File: config.mk
export PLATFORM = sky130hd
export DESIGN_NAME = interval_trigger_gate
export DESIGN_NICKNAME = d
export VERILOG_FILES = /design/src/itg_pkg.sv /design/src/interval_trigger_gate.sv
export SDC_FILE = /design/constraint.sdc
export NUM_CORES = 1
export LEC_CHECK = 0
export BUFFER_PORTS_ARGS = -buffer_cell sky130_fd_sc_hd__buf_2
export CAP_MARGIN = 10
export CORE_MARGIN = 3
export CORE_UTILIZATION = 40
export DETAILED_ROUTE_END_ITERATION = 8
export PLACE_DENSITY = 0.76
export SLEW_MARGIN = 10
export SYNTH_ARGS = -nofsm -noshare
export SYNTH_HDL_FRONTEND = slang
export SYNTH_SLANG_ARGS = --single-unit
File: constraint.sdc
create_clock -name clk_in -period 3.3 [get_ports clk_in]
set_clock_uncertainty 0.2 [all_clocks]
set_input_delay 0.33 -clock clk_in [delete_from_list [all_inputs] [get_ports clk_in]]
set_output_delay 0.33 -clock clk_in [all_outputs]
set_load 0.03 [all_outputs]
File: src/itg_pkg.sv
// Package for the interval trigger and one-shot interrupt gate.
// Assumes a 32-bit AXI4-Lite register bus and a 250 MHz clock.
package itg_pkg;
    localparam int AXI_ADDR_W = 6;
    localparam int REG_W = 8;
    localparam int DATA_W = 32;
    localparam int NUM_ONESHOT = 8;
    localparam int NUM_WATCH = 4;
    localparam int COUNTER_W = 16;
    localparam int WATCH_LSB = 10;
    localparam logic [AXI_ADDR_W-1:0] ADDR_ONESHOT_EN = 6'h00;
    localparam logic [AXI_ADDR_W-1:0] ADDR_INTERVAL_CTRL = 6'h04;
    localparam logic [AXI_ADDR_W-1:0] ADDR_INTERVAL_FLAGS = 6'h08;
    localparam logic [AXI_ADDR_W-1:0] ADDR_ONESHOT_FLAGS = 6'h0c;
    localparam logic [REG_W-1:0] RESET_ONESHOT_EN = 8'h00;
    localparam logic [REG_W-1:0] RESET_INTERVAL_CTRL = 8'h00;
    localparam int ADC_EN_LSB = 4;
    localparam int IRQ_EN_LSB = 0;
    localparam logic [1:0] RESP_OKAY = 2'h0;
    localparam logic [1:0] RESP_SLVERR = 2'h2;
    localparam logic [DATA_W-1:0] DATA_ZERO = 32'h0000_0000;
endpackage

File: src/interval_trigger_gate.sv
// Interval trigger and one-shot interrupt gate with AXI4-Lite registers.
// Assumes the free-running counter and one-shot flags are synchronous to
// clk_in; one-shot flags are owned by the status logic outside.
//
// Notes on behaviour
// - One enable bit per one-shot counter, H..A
// - One-shot request equals flag AND enable
// - One-shot enables read/write, reset to zero
// - Interval control: upper ADC, lower interrupt enables
// - Interval control cleared on reset or standby
// - ADC enables 7..4 watch counter bits 13..10
// - Counter bit rise AND enable starts ADC
// - ADC enable zero blocks, one permits trigger
// - Interrupt enables 3..0 watch bits 13..10
// - Rise AND enable sets flag, requests interrupt
// - Interrupt enable zero suppresses, one permits
`timescale 1ns/10ps
`default_nettype none
module interval_trigger_gate
    import itg_pkg::*;
(
    input wire logic clk_in,
    input wire logic sys_rst_in,
    input wire logic standby_in,
    input wire logic [itg_pkg::COUNTER_W-1:0] chan0_free_counter_low_in,
    input wire logic [itg_pkg::NUM_ONESHOT-1:0] oneshot_flag_in,
    output logic [itg_pkg::NUM_ONESHOT-1:0] oneshot_irq_out,
    output logic [itg_pkg::NUM_WATCH-1:0] adc_start_out,
    output logic [itg_pkg::NUM_WATCH-1:0] interval_flag_out,
    output logic interval_irq_out,
    input wire logic [itg_pkg::AXI_ADDR_W-1:0] s_axi_awaddr,
    input wire logic s_axi_awvalid,
    output logic s_axi_awready,
    input wire logic [itg_pkg::DATA_W-1:0] s_axi_wdata,
    input wire logic [3:0] s_axi_wstrb,
    input wire logic s_axi_wvalid,
    output logic s_axi_wready,
    output logic [1:0] s_axi_bresp,
    output logic s_axi_bvalid,
    input wire logic s_axi_bready,
    input wire logic [itg_pkg::AXI_ADDR_W-1:0] s_axi_araddr,
    input wire logic s_axi_arvalid,
    output logic s_axi_arready,
    output logic [itg_pkg::DATA_W-1:0] s_axi_rdata,
    output logic [1:0] s_axi_rresp,
    output logic s_axi_rvalid,
    input wire logic s_axi_rready
);
    import itg_pkg::*;

    // Elaboration-time guard: the watched bits must sit inside the counter
    if (WATCH_LSB + NUM_WATCH > COUNTER_W) begin : g_bad_width
        $error("Watched counter bits exceed counter width");
    end

    function automatic logic addr_known(input logic [AXI_ADDR_W-1:0] a);
        addr_known = (a == ADDR_ONESHOT_EN) || (a == ADDR_INTERVAL_CTRL) ||
            (a == ADDR_INTERVAL_FLAGS) || (a == ADDR_ONESHOT_FLAGS);
    endfunction

    logic [REG_W-1:0] oneshot_irq_enable;
    logic [REG_W-1:0] interval_trigger_control;
    logic [NUM_WATCH-1:0] watch_prev;
    logic [NUM_WATCH-1:0] watch_rise;
    logic [NUM_WATCH-1:0] interval_flag;
    logic [AXI_ADDR_W-1:0] aw_addr;
    logic aw_held;
    logic [DATA_W-1:0] w_data;
    logic [3:0] w_strb;
    logic w_held;
    logic do_write;
    logic wr_ok;
    logic [NUM_WATCH-1:0] flag_clear;

    assign s_axi_awready = !aw_held && !s_axi_bvalid;
    assign s_axi_wready = !w_held && !s_axi_bvalid;
    assign do_write = aw_held && w_held && !s_axi_bvalid;
    assign wr_ok = addr_known(aw_addr);

    always_ff @(posedge clk_in) begin
        if (sys_rst_in) begin
            aw_held <= 1'b0;
            aw_addr <= '0;
        end else if (s_axi_awvalid && s_axi_awready) begin
            aw_held <= 1'b1;
            aw_addr <= s_axi_awaddr;
        end else if (do_write) begin
            aw_held <= 1'b0;
        end
    end

    always_ff @(posedge clk_in) begin
        if (sys_rst_in) begin
            w_held <= 1'b0;
            w_data <= DATA_ZERO;
            w_strb <= 4'h0;
        end else if (s_axi_wvalid && s_axi_wready) begin
            w_held <= 1'b1;
            w_data <= s_axi_wdata;
            w_strb <= s_axi_wstrb;
        end else if (do_write) begin
            w_held <= 1'b0;
        end
    end

    always_ff @(posedge clk_in) begin
        if (sys_rst_in) begin
            s_axi_bvalid <= 1'b0;
            s_axi_bresp <= RESP_OKAY;
        end else if (do_write) begin
            s_axi_bvalid <= 1'b1;
            s_axi_bresp <= wr_ok ? RESP_OKAY : RESP_SLVERR;
        end else if (s_axi_bready) begin
            s_axi_bvalid <= 1'b0;
        end
    end

    // Only byte lane 0 carries register bits
    always_ff @(posedge clk_in) begin
        if (sys_rst_in) begin
            oneshot_irq_enable <= RESET_ONESHOT_EN;
        end else if (do_write && w_strb[0] && aw_addr == ADDR_ONESHOT_EN) begin
            oneshot_irq_enable <= w_data[REG_W-1:0];
        end
    end

    // Standby holds the register clear, like a reset
    always_ff @(posedge clk_in) begin
        if (sys_rst_in || standby_in) begin
            interval_trigger_control <= RESET_INTERVAL_CTRL;
        end else if (do_write && w_strb[0] &&
                     aw_addr == ADDR_INTERVAL_CTRL) begin
            interval_trigger_control <= w_data[REG_W-1:0];
        end
    end

    // Write one to clear interval flags
    assign flag_clear = (do_write && w_strb[0] &&
        aw_addr == ADDR_INTERVAL_FLAGS) ? w_data[NUM_WATCH-1:0] : '0;

    always_ff @(posedge clk_in) begin
        if (sys_rst_in) begin
            watch_prev <= '0;
        end else begin
            watch_prev <= chan0_free_counter_low_in[WATCH_LSB +: NUM_WATCH];
        end
    end

    assign watch_rise = chan0_free_counter_low_in[WATCH_LSB +: NUM_WATCH]
        & ~watch_prev;

    // Registered pulse, one cycle per rise
    always_ff @(posedge clk_in) begin
        if (sys_rst_in) begin
            adc_start_out <= '0;
        end else begin
            adc_start_out <= watch_rise &
                interval_trigger_control[ADC_EN_LSB +: NUM_WATCH];
        end
    end

    // Set wins over a clear in the same cycle
    always_ff @(posedge clk_in) begin
        if (sys_rst_in) begin
            interval_flag <= '0;
        end else begin
            interval_flag <= (interval_flag & ~flag_clear) |
                (watch_rise &
                interval_trigger_control[IRQ_EN_LSB +: NUM_WATCH]);
        end
    end

    assign interval_flag_out = interval_flag;
    assign interval_irq_out = |interval_flag;

    // Request follows flag and enable combinationally
    assign oneshot_irq_out = oneshot_flag_in & oneshot_irq_enable;

    assign s_axi_arready = !s_axi_rvalid;

    always_ff @(posedge clk_in) begin
        if (sys_rst_in) begin
            s_axi_rvalid <= 1'b0;
            s_axi_rdata <= DATA_ZERO;
            s_axi_rresp <= RESP_OKAY;
        end else if (s_axi_arvalid && s_axi_arready) begin
            s_axi_rvalid <= 1'b1;
            s_axi_rresp <= addr_known(s_axi_araddr) ? RESP_OKAY : RESP_SLVERR;
            case (s_axi_araddr)
                ADDR_ONESHOT_EN: begin
                    s_axi_rdata <= {24'h000000, oneshot_irq_enable};
                end
                ADDR_INTERVAL_CTRL: begin
                    s_axi_rdata <= {24'h000000, interval_trigger_control};
                end
                ADDR_INTERVAL_FLAGS: begin
                    s_axi_rdata <= {28'h0000000, interval_flag};
                end
                ADDR_ONESHOT_FLAGS: begin
                    s_axi_rdata <= {24'h000000, oneshot_flag_in};
                end
                default: begin
                    s_axi_rdata <= DATA_ZERO;
                end
            endcase
        end else if (s_axi_rready) begin
            s_axi_rvalid <= 1'b0;
        end
    end
endmodule
`default_nettype wire

* Yosys cells after proc, flatten, opt, wreduce, memory -nomap -nowiden
Index checks and enable logic that the tools add are counted.
Operators by class: multiplexer cells 11, bitwise operators 8, reduce and logical (&&, ||, !) cells 29, eq/ne operators 6
Operator list (number):
- 8-bit one-hot mux with 4 select lines | 1
- 6-bit by 4-bit == test with 1-bit output, second input constant | 4
- 4-bit bitwise AND | 4
- 6-bit by 3-bit == test with 1-bit output, second input constant | 2
- 6-bit logical NOT | 2
- 1-bit logical AND | 11
- 8-bit bitwise AND | 1
- 4-bit NOT | 2
- 2-bit nonzero test | 4
- 1-bit logical OR | 7
- 1-bit 2-to-1 mux | 7
- 1-bit logical NOT | 4
- 2-bit 2-to-1 mux | 2
- 4-bit 2-to-1 mux | 1
- 4-bit bitwise OR | 1
- 4-bit OR reduction | 1
Word-level totals: register bits after elaboration 83, word-level logic and storage cells 69, output and inout bits 58, input port bits 80

* Depth between registers and ports, before layout
Gate-level depths: netlist (run 1).
depth after elaboration 8, gate-level depth with buffers 4, gate-level depth less buffers 3

* Worst setup path after synthesis (run 1)
No wires, ideal clock.
path type reg2reg, from register aw_addr[1], to register oneshot_irq_enable[0], setup time 119 ps, setup slack 1412 ps, required time 2981 ps, stages on the path, launching flop included 5, buffers on the path 1, clock period less this slack 1888 ps, arrival 1569 ps, cells stage by stage dfxtp_1 -> or4_4 -> or4_4 -> buf_6 -> mux2i_1
On the way: word-level cells in the longest chain between the ends 2
Ends and longest elaborated chain:
- start, declared | line interval_trigger_gate.sv:66 | logic [AXI_ADDR_W-1:0] aw_addr;
- start signal, assigned | line interval_trigger_gate.sv:86 | aw_addr <= s_axi_awaddr;
- 6-bit logical NOT | line interval_trigger_gate.sv:122 | end else if (do_write && w_strb[0] && aw_addr == ADDR_ONESHOT_EN) begin
- 1-bit logical AND | line interval_trigger_gate.sv:122
- end signal, assigned | line interval_trigger_gate.sv:123 | oneshot_irq_enable <= w_data[REG_W-1:0];
- end, declared | line interval_trigger_gate.sv:61 | logic [REG_W-1:0] oneshot_irq_enable;
Every way passes these cells. A chain may end at the register's enable or synchronous reset.

* Worst setup path in the final report (run 1)
from register aw_addr[1], to register oneshot_irq_enable[6]
The elaborated chain is that of the path after synthesis.

==> results.md, run 1 <==
* Die height at roughly 87 µm
* PnR Total Power at roughly 1.8 mW
* Chip width at about 87 µm
* CTS Buf Count at 9
* Outcome: finished, final reports clean
* Peak supply drop at 279 µV
* WHS Endpoint: watch_prev[3]
* Clock network fraction of total power at 0.482
* Most used cell, CP: or4_4
* Die area at around 7600 µm²
* Synthesized area at 2620 µm²
* DRT Wirelength at about 5500 µm
* Clock root buffer: clkbuf_8
* Worst-Margin Slew at 958 ps
* CP max stage delay at a little over 600 ps
* GRT overflow at 0
* CP endpoint kind: register
* Fin crit share at 0.596
* Crit-path cells: or4_4 > or4_4 > mux2i_1
* Post-synthesis cell count at 272
* CP Launch Type: register
* Cell-internal power at around 1.4 mW
* Yosys warns at 0
* Sequential share of the synthesized area at 0.435
* Post-synthesis register bit count at 57
* Post-synthesis compound-gate area fraction at 0.0572
* Initial Util at 0.428
* Worst r2r src: aw_addr[1]
* DP HPWL at between 4000 and 5000 µm
* Dpl ws at 1280 ps
* HP Class: input port to register
* P_leak at 1.50 nW
* RSZ-0062 raised after global routing: no
* Worst-Skew Late Latency at 330 ps
* Comb power frac at 0.104
* Xor/xnor share of the synthesized area at 0
* Slew Limit Headroom at 0.355
* Clk sinks at 57
* Via/cell ratio at around 4.8
* Largest net degree at the start of global routing at 44
* CTS clk-pin slew, worst paths at about 70 ps
* Via count at around 2k
* Drt wl/cell at approximately 13 µm
* First-pass GRT wire length at between 9000 and 10,000 µm
* PortBufs at 72
* Portion of netlist area occupied by mux cells at 0.172
* Max Cap Viol at 0
* H-tree depth at 3
* R2r setup slk at about 1300 ps
* Ratio of cells with drive above 1 in the final layout at 0.285
* Min cycle time layout at around 2000 ps
* TritonCTS clock tree: built
* Worst reg-to-reg path cell count at 3
* Final Slew Violations at 0
* WHS at approximately 27 ps
* Worst Hold Path Cells at 2
* RR Endpoint: oneshot_irq_enable[6]
* DR iter-0 viols at 53
* Seq pwr share at 0.414
* Pwr/cell area at 545 nW/µm²
* Nets at around 430
* CP required at roughly 3300 ps
* Net Switching at 0.408 mW
* Diodes inserted at 0
* Final setup vio count at 0
* Netlist cell types at 29
* P&R area growth vs syn at 23.2%
* Worst setup margin at roughly 1300 ps
* Critical Path AT at 1990 ps
* Max Fclk at between 500 and 600 MHz
* Simple-gate portion of the synthesized area at 0.228
* Number of global-route vias before repair at about 1.9k
* EDFF count, synth at 0
* DRT Pass-1 Iters at 5
* WS Path Type: register to register
* Core area at 6130 µm²
* Mean Syn Cell Area at 9.65 µm²
* Row cnt at 28
* Worst path slowest cell: or4_4
* Hold Startpoint: chan0_free_counter_low_in[13]
* GP Congestion at 0.828
* Largest family of logic cells by synthesized area: simple AND/OR/NAND/NOR gates
* Final hold vios at 0
* Net Sw Frac at 0.232
* Antenna Nets Post-Route at 0
* Gr usage total at 0.155
* CP max FO at 8
* Post-Synth Adder-Cell Area at 0
* CTS max path bufs at 2
* Filler cells at between 500 and 600
* Antenna violations before repair at 0
* # IOs at about 140
* Residual DRC count at 0
* TNS Setup at 0 ps
* Post-synth ARST share at 0
* Ys flop type: dfxtp_1
## flip-flops by register name, indices dropped and copies added, names as in the netlist
name	cells
oneshot_irq_enable	8
watch_prev	4
s_axi_rresp	1
aw_held	1
w_held	1
s_axi_bvalid	1
adc_start_out	4
w_data	8
s_axi_rvalid	1
s_axi_bresp	1
s_axi_rdata	8
aw_addr	6
interval_trigger_control	8
interval_flag_out	4
w_strb	1
## worst max-delay path by stage
stage	from	end	slack, ps	cells past startpoint
6_report	aw_addr[1]	oneshot_irq_enable[6]	1330	3
2_1_floorplan	aw_addr[1]	oneshot_irq_enable[0]	1410	4
3_5_place_dp	s_axi_araddr[1]	s_axi_rdata[6]	1280	4
3_3_place_gp	s_axi_araddr[1]	s_axi_rdata[6]	1320	4
5_1_grt	aw_addr[1]	oneshot_irq_enable[1]	1270	3
4_1_cts	aw_addr[1]	oneshot_irq_enable[4]	1330	3
## layout by cell type (no fill, tap or decap), types with 9 or more instances in the layout
master    count
buf_2        72
mux2i_1      36
and2_1        9
nor2_1       27
nand2_1      16
nand2b_1     23
clkbuf_8      9
conb_1       26
nor2b_1       9
dfxtp_1      57
## cells by family (layout without fill, tap and decap cells)
family / count (synthesis) / after routing
flops: 57 / 57
other cells: 1 / 26
mux: 40 / 40
simple gates: 107 / 107
buf+inv: 46 / 100
compound gates: 21 / 21
## critical path, delay by kind of cell (launching register included)
| kind | cells | cell delay [ps] |
|---|---|---|
| flip-flops | 1 | 310 |
| multiplexers | 1 | 160 |
| AND/OR/NAND/NOR | 2 | 1180 |
## layer usage
layer / share of wire / global-route usage / wire length [µm]
met1: 0.45 / 0.190 / 2470
met2: 0.44 / 0.238 / 2450
met3: 0.082 / 0.0454 / 450
met4: 0.027 / 0.0949 / 151
met5: 0 / 0 / 0
## power groups by stage
stage / Clock, mW / Combinational, mW / Sequential, mW
global placement: 0 / 0.179 / 0.743
finish: 0.849 / 0.184 / 0.729
floorplan: 0 / 0.154 / 0.744
detailed placement: 0 / 0.183 / 0.744
global route: 0.895 / 0.201 / 0.731
CTS: 0.865 / 0.185 / 0.728
## area by class of cell
cell class                 count  area, µm²  area share
sequential                    57       1140       0.353
multi-input combinational    194       1310       0.405
clock buffer                  10        128      0.0395
inverter                       6       22.5     0.00697
timing repair buffer          78        408       0.126
clock inverter                 6        130      0.0403
tap                           75       93.8      0.0290
## stage by stage
step	util	instance area, µm²	cells
floorplan	-	2720	297
global placement	0.483	2960	409
detailed placement	0.483	2960	409
CTS	0.527	3230	426
global route	0.527	3230	426
finish	0.527	3230	426
## synthesized netlist by cell type (2+ instances only)
cell type	n	share of area
a211oi_1	6	0.017
a21oi_1	7	0.013
a2bb2oi_1	4	0.013
and2_1	9	0.021
and3b_1	7	0.023
buf_1	2	0.0029
buf_4	26	0.074
clkbuf_1	10	0.014
dfxtp_1	57	0.43
inv_1	6	0.0086
mux2i_1	36	0.14
mux4_2	4	0.034
nand2_1	16	0.023
nand2b_1	23	0.055
nand3_1	4	0.0076
nand3b_1	2	0.0057
nor2_1	27	0.039
nor2b_1	9	0.021
nor3b_1	2	0.0057
nor4_1	2	0.0048
o32ai_1	4	0.013
or4_4	2	0.0086
## timing repair
item | 4_1_cts | 5_1_grt
gates resized for setup | 0 | 0
setup buffers | 0 | 0
hold buffers | 1 | 0
hold endpoints to repair | 1 | 0
Power figures use the tool's default switching activity.
==> run 2: changes to the inputs <==
--- a/config.mk
+++ b/config.mk
@@ -5,12 +5,13 @@
 export SDC_FILE = /design/constraint.sdc
 export NUM_CORES = 1
 export LEC_CHECK = 0
+export ABC_AREA = 1
 export BUFFER_PORTS_ARGS = -buffer_cell sky130_fd_sc_hd__buf_2
 export CAP_MARGIN = 10
 export CORE_MARGIN = 3
 export CORE_UTILIZATION = 40
 export DETAILED_ROUTE_END_ITERATION = 8
-export PLACE_DENSITY = 0.76
+export PLACE_DENSITY = 0.79
 export SLEW_MARGIN = 10
 export SYNTH_ARGS = -nofsm -noshare
 export SYNTH_HDL_FRONTEND = slang
==> constraint.sdc (replaced) <==
create_clock -name clk_in -period 1.8 [get_ports clk_in]
set_clock_uncertainty 0.2 [all_clocks]
set_input_delay 0.18 -clock clk_in [delete_from_list [all_inputs] [get_ports clk_in]]
set_output_delay 0.18 -clock clk_in [all_outputs]
set_load 0.03 [all_outputs]
==> results.md, run 2 <==
* GP Congestion at roughly 0.8
* Clock network fraction of total power at 0.359
* Post-synth top cells: nor2_1, dfxtp_1, inv_1
* P_leak at around 1.6 nW
* Number of global-route vias before repair at approximately 2.4k
* CP max FO at 13
* Clock root buffer: clkbuf_8
* # IOs at ~140
* Net Sw Frac at 0.279
* TNS Setup at 0 ps
* RSZ-0062 raised after global routing: no
* H-tree depth at 3
* Post-synth ARST share at 0
* WS Path Type: register to register
* DRT Pass-1 Iters at 4
* Critical Path AT at ~1700 ps
* Gr usage total at 0.174
* Comb power frac at 0.143
* Min cycle time layout at between 1500 and 2000 ps
* Via/cell ratio at 4.58
* Post-synthesis cell count at approximately 360
* Net Switching at about 0.75 mW
* DR iter-0 viols at ~150
* PnR Total Power at around 2.7 mW
* Via count at 2,479
* Initial Util at 0.427
* Filler cells at 600
* Sequential share of the synthesized area at 0.436
* CP Launch Type: register
* Post-synthesis register bit count at 57
* Residual DRC count at 0
* CP endpoint kind: register
* First-pass GRT wire length at just over 10,000 µm
* PortBufs at 72
* CTS Buf Count at 9
* Cell taking the most area after synthesis: dfxtp_1
* HP Class: input port to register
* DRT Wirelength at 6160 µm
* Fin crit share at 0.910
* Post-CTS Setup Repair Bufs at 0
* CTS-repair resized insts at 0
* Ratio of cells with drive above 1 in the final layout at 0.217
* Row cnt at 28
* Mean Syn Cell Area at 7.19 µm²
* Final Slew Violations at 0
* Max Cap Viol at 0
* Yosys top cell area share at 0.436
* Diodes inserted at 0
* P&R area growth vs syn at 27.6%
* GRT overflow at 0
* Antenna violations before repair at 0
* Synthesized area at 2620 µm²
* Pwr/cell area at between 800 and 900 nW/µm²
* TritonCTS clock tree: built
* Largest net degree at the start of global routing at 19
* Leading post-synthesis cells by cell area: dfxtp_1, nor2_1, buf_4, inv_1, nand2_1
* CTS max path bufs at 2
* Netlist cell types at 26
* Peak supply drop at approximately 480 µV
* Placed cells at approximately 500
* Nets at approximately 540
* CP required at approximately 1800 ps
* EDFF count, synth at 0
* Die height at ~87 µm
* Most frequent cell after synthesis: nor2_1
* Most common cell after layout, fill and taps aside: nor2_1
* Final setup vio count at 0
* Worst-Skew Late Latency at around 330 ps
* Antenna Nets Post-Route at 0
* Cell-internal power at between 1.5 and 2 mW
* CTS clk-pin slew, worst paths at around 60 ps
* Ys flop type: dfxtp_1
* Commonest non-fill, non-tap cells in the layout: nor2_1, buf_2, dfxtp_1, inv_1, nand2_1
* Cell Count, Final, Fillers Out at around 540
* Chip width at just under 90 µm
* Die area at about 7600 µm²
* Final hold vios at 0
* Drt wl/cell at about 11 µm
* Outcome: finished, final reports clean
* Seq pwr share at 0.498
* DP HPWL at 4510 µm
* Yosys warns at 0
* Max Fclk at a little over 600 MHz
* Core area at 6130 µm²
* Clk sinks at 57
run 2: repair_timing:
item / CTS / global route
hold endpoints to repair: 36 / 0
hold buffers: 24 / 0
endpoints found under the setup margin: 0 / 0
run 2: final timing paths:
path | start | end | slack [ps] | cells after the start
worst max-delay path | s_axi_bvalid | oneshot_irq_enable[0] | 160 | 6
worst min-delay path | oneshot_flag_in[4] | s_axi_rdata[4] | 50 | 5
worst max register to register | s_axi_bvalid | oneshot_irq_enable[0] | 160 | 6
worst min register to register | watch_prev[2] | adc_start_out[2] | 220 | 1
run 2: cell families (layout without fill, tap and decap cells):
logic type      count (synthesis)  in the layout  share of synthesized area
flops                          57             57                      0.436
compound gates                 63             63                      0.124
buf+inv                        83            160                      0.162
other cells                     1             26                    0.00143
simple gates                  160            160                      0.277
run 2: final cells by class:
class                           instances  area [µm²]  share of cell area
Multi-Input combinational cell        249        1150               0.344
Sequential cell                        57        1140               0.342
Timing Repair Buffer                  100         631               0.189
Inverter                               47         176              0.0528
Clock buffer                           12         145              0.0435
Tap cell                               75        93.8              0.0281
Clock inverter                          1        5.00             0.00150
run 2: power groups by stage:
stage	logic (mW)	clock network (mW)	registers, mW
finish	0.388	0.972	1.35
global route	0.433	1.04	1.35
CTS	0.386	0.983	1.35
detailed placement	0.345	0	1.37
global placement	0.338	0	1.37
floorplan	0.279	0	1.38
run 2: critical path, stage by stage, from the launching register on:
cell,delay (ps)
dfxtp_1,350
inv_2,90
nand3_4,110
nor2_8,160
nand3_2,260
o21ai_0,280
a21oi_1,60
run 2: through the flow:
stage	area, µm²	setup slack, ps	util	hold WS, ps
6_report	3340	163	0.545	46.7
4_1_cts	3340	172	0.545	32.6
5_1_grt	3340	37.5	0.545	62.2
3_3_place_gp	2950	227	0.481	207
2_1_floorplan	2710	38.4	-	105
3_5_place_dp	2950	188	0.481	215
run 2: layer usage:
layer	GRT usage	up-vias	part of all wire
met5	0	-	0
met4	0.0722	0	0.016
met3	0.0473	8	0.074
met2	0.295	93	0.50
met1	0.206	1080	0.41
li1	-	1298	-
==> run 3: changes to the inputs <==
--- a/config.mk
+++ b/config.mk
@@ -11,7 +11,7 @@
 export CORE_MARGIN = 3
 export CORE_UTILIZATION = 40
 export DETAILED_ROUTE_END_ITERATION = 8
-export PLACE_DENSITY = 0.79
+export PLACE_DENSITY = 0.76
 export SLEW_MARGIN = 10
 export SYNTH_ARGS = -nofsm -noshare
 export SYNTH_HDL_FRONTEND = slang
==> constraint.sdc (replaced) <==
create_clock -name clk_in -period 1.9 [get_ports clk_in]
set_clock_uncertainty 0.2 [all_clocks]
set_input_delay 0.19 -clock clk_in [delete_from_list [all_inputs] [get_ports clk_in]]
set_output_delay 0.19 -clock clk_in [all_outputs]
set_load 0.03 [all_outputs]
==> results.md, run 3 (synthesized netlist as in run 2, its figures left out) <==
* Outcome: finished, final reports clean
* Net Switching at around 0.73 mW
* CP max FO at 4
* Commonest non-fill, non-tap cells in the layout: nor2_1, buf_2, dfxtp_1, inv_1, nand2_1
* Row cnt at 28
* Clock network fraction of total power at 0.377
* Dpl ws at approximately 320 ps
* Gr usage total at 0.167
* Fin crit share at 0.848
* Drt wl/cell at 11.0 µm
* Worst Hold Path Cells at 5
* Core area at just over 6000 µm²
* CTS Buf Count at 9
* HP Class: input port to register
* DR iter-0 viols at ~170
* Residual DRC count at 0
* DP HPWL at between 4000 and 5000 µm
* Final hold vios at 0
* DRT Wirelength at between 5000 and 6000 µm
* Ratio of cells with drive above 1 in the final layout at 0.221
* Final setup vio count at 0
* Diodes inserted at 0
* Met3 usage at 0.0549
* Cell-internal power at 1.90 mW
* M2 GR Usage at 0.273
* PortBufs at slightly above 70
* CP required at 1910 ps
* # IOs at about 140
* Via count at around 2.4k
* CP bufs+invs at 0
* Clk sinks at 57
* Nets at approximately 540
* Worst setup margin at 288 ps
* Worst reg-to-reg path cell count at 6
* Initial Util at 0.427
* Largest net degree at the start of global routing at 23
* Busiest grt layer: met2
* Critical Path AT at 1630 ps
* P&R area growth vs syn at 27.8%
* WS Path Type: register to register
* CP endpoint kind: register
* Peak supply drop at about 450 µV
* Worst-Skew Late Latency at around 330 ps
* P_leak at between 1.5 and 2 nW
* Chip width at about 87 µm
* Comb power frac at 0.138
* Most common cell after layout, fill and taps aside: nor2_1
* CTS-repair resized insts at 0
* Die area at about 7600 µm²
* First-pass GRT wire length at 9870 µm
* CTS clk-pin slew, worst paths at approximately 60 ps
* Max Cap Viol at 0
* Pwr/cell area at roughly 780 nW/µm²
* Cell depth of the worst setup path at 6
* Die height at about 87 µm
* DRT Pass-1 Iters at 4
* End-of-flow core utilization at 0.546
* CP max stage delay at about 380 ps
* TNS Setup at 0 ps
* H-tree depth at 3
* Min cycle time layout at around 1600 ps
* Filler cells at just under 600
* Via/cell ratio at 4.49
* CTS max path bufs at 2
* Crit path max-delay family: simple AND/OR/NAND/NOR gates
* TritonCTS clock tree: built
* GP Congestion at ~0.78
* Met1 Use GR at 0.204
* RSZ-0062 raised after global routing: no
* Crit-path cells: nor2_1 > nand2_1 > nor3_1 > nand3_1 > nand2_1 > a21oi_1
* GRT overflow at 0
* Antenna Nets Post-Route at 0
* Max Fclk at approximately 620 MHz
* Number of global-route vias before repair at between 2k and 2.5k
* Antenna violations before repair at 0
* Most used cell, CP: nand2_1
* Net Sw Frac at 0.276
* Clock root buffer: clkbuf_8
* Final Slew Violations at 0
* Seq pwr share at 0.485
* CP Launch Type: register
* Post-CTS Setup Repair Bufs at 0
* Worst path slowest cell: nor3_1
-- run 3: cell types whose count changed in the layout (fill, tap and decap cells not counted), sizes merged --
cell	change
buf	-1
clkbuf	+1
clkinv	+2
dlygate4sd3	-1
-- run 3: worst reg2reg max path, cell delays in order, from the launching register on --
cell,delay (ps)
dfxtp_1,310
nor2_1,140
nand2_1,120
nor3_1,380
nand3_1,190
nand2_1,100
a21oi_1,60
-- run 3: what timing repair did --
item                                   in CTS  in global routing
setup endpoints to repair                   0                  0
endpoints found under the hold margin      32                  0
hold buffers                               23                  0
-- run 3: worst paths after layout --
check	end	from	slack [ps]
worst max-delay path	interval_flag_out[2]	aw_addr[4]	290
worst min register to register	adc_start_out[1]	watch_prev[1]	220
worst min-delay path	s_axi_rdata[6]	oneshot_flag_in[6]	50
worst max register to register	interval_flag_out[2]	aw_addr[4]	290
-- run 3: final cells by class --
type | count | area [µm²] | share of cell area
timing repair buffer | 98 | 613 | 0.183
tap | 75 | 93.8 | 0.0280
inverter | 47 | 176 | 0.0527
sequential | 57 | 1140 | 0.341
clock inverter | 3 | 15.0 | 0.00449
multi-input combinational | 249 | 1150 | 0.343
clock buffer | 13 | 159 | 0.0475
-- run 3: power by group through the flow --
stage                     logic [mW]  registers (mW)  clock network (mW)
after floorplan                0.264            1.30                   0
after global placement         0.319            1.30                   0
after detailed placement       0.325            1.30                   0
after CTS                      0.362            1.27                1.02
after global routing           0.404            1.28                1.06
final                          0.363            1.27               0.989
-- run 3: metrics by stage --
| step | power [mW] | instance area [µm²] | hold slack [ps] | cells |
|---|---|---|---|---|
| floorplan | 1.57 | 2710 | 115 | 389 |
| global placement | 1.62 | 2940 | 206 | 503 |
| detailed placement | 1.63 | 2940 | 211 | 503 |
| CTS | 2.65 | 3350 | 34.7 | 542 |
| global route | 2.74 | 3350 | 74.3 | 542 |
| finish | 2.63 | 3350 | 54.4 | 542 |
-- run 3: routing by layer --
layer / vias to the layer above / share of wire
met4: 0 / 0.010
met2: 93 / 0.47
li1: 1294 / -
met5: - / 0
met1: 1038 / 0.43
met3: 7 / 0.085
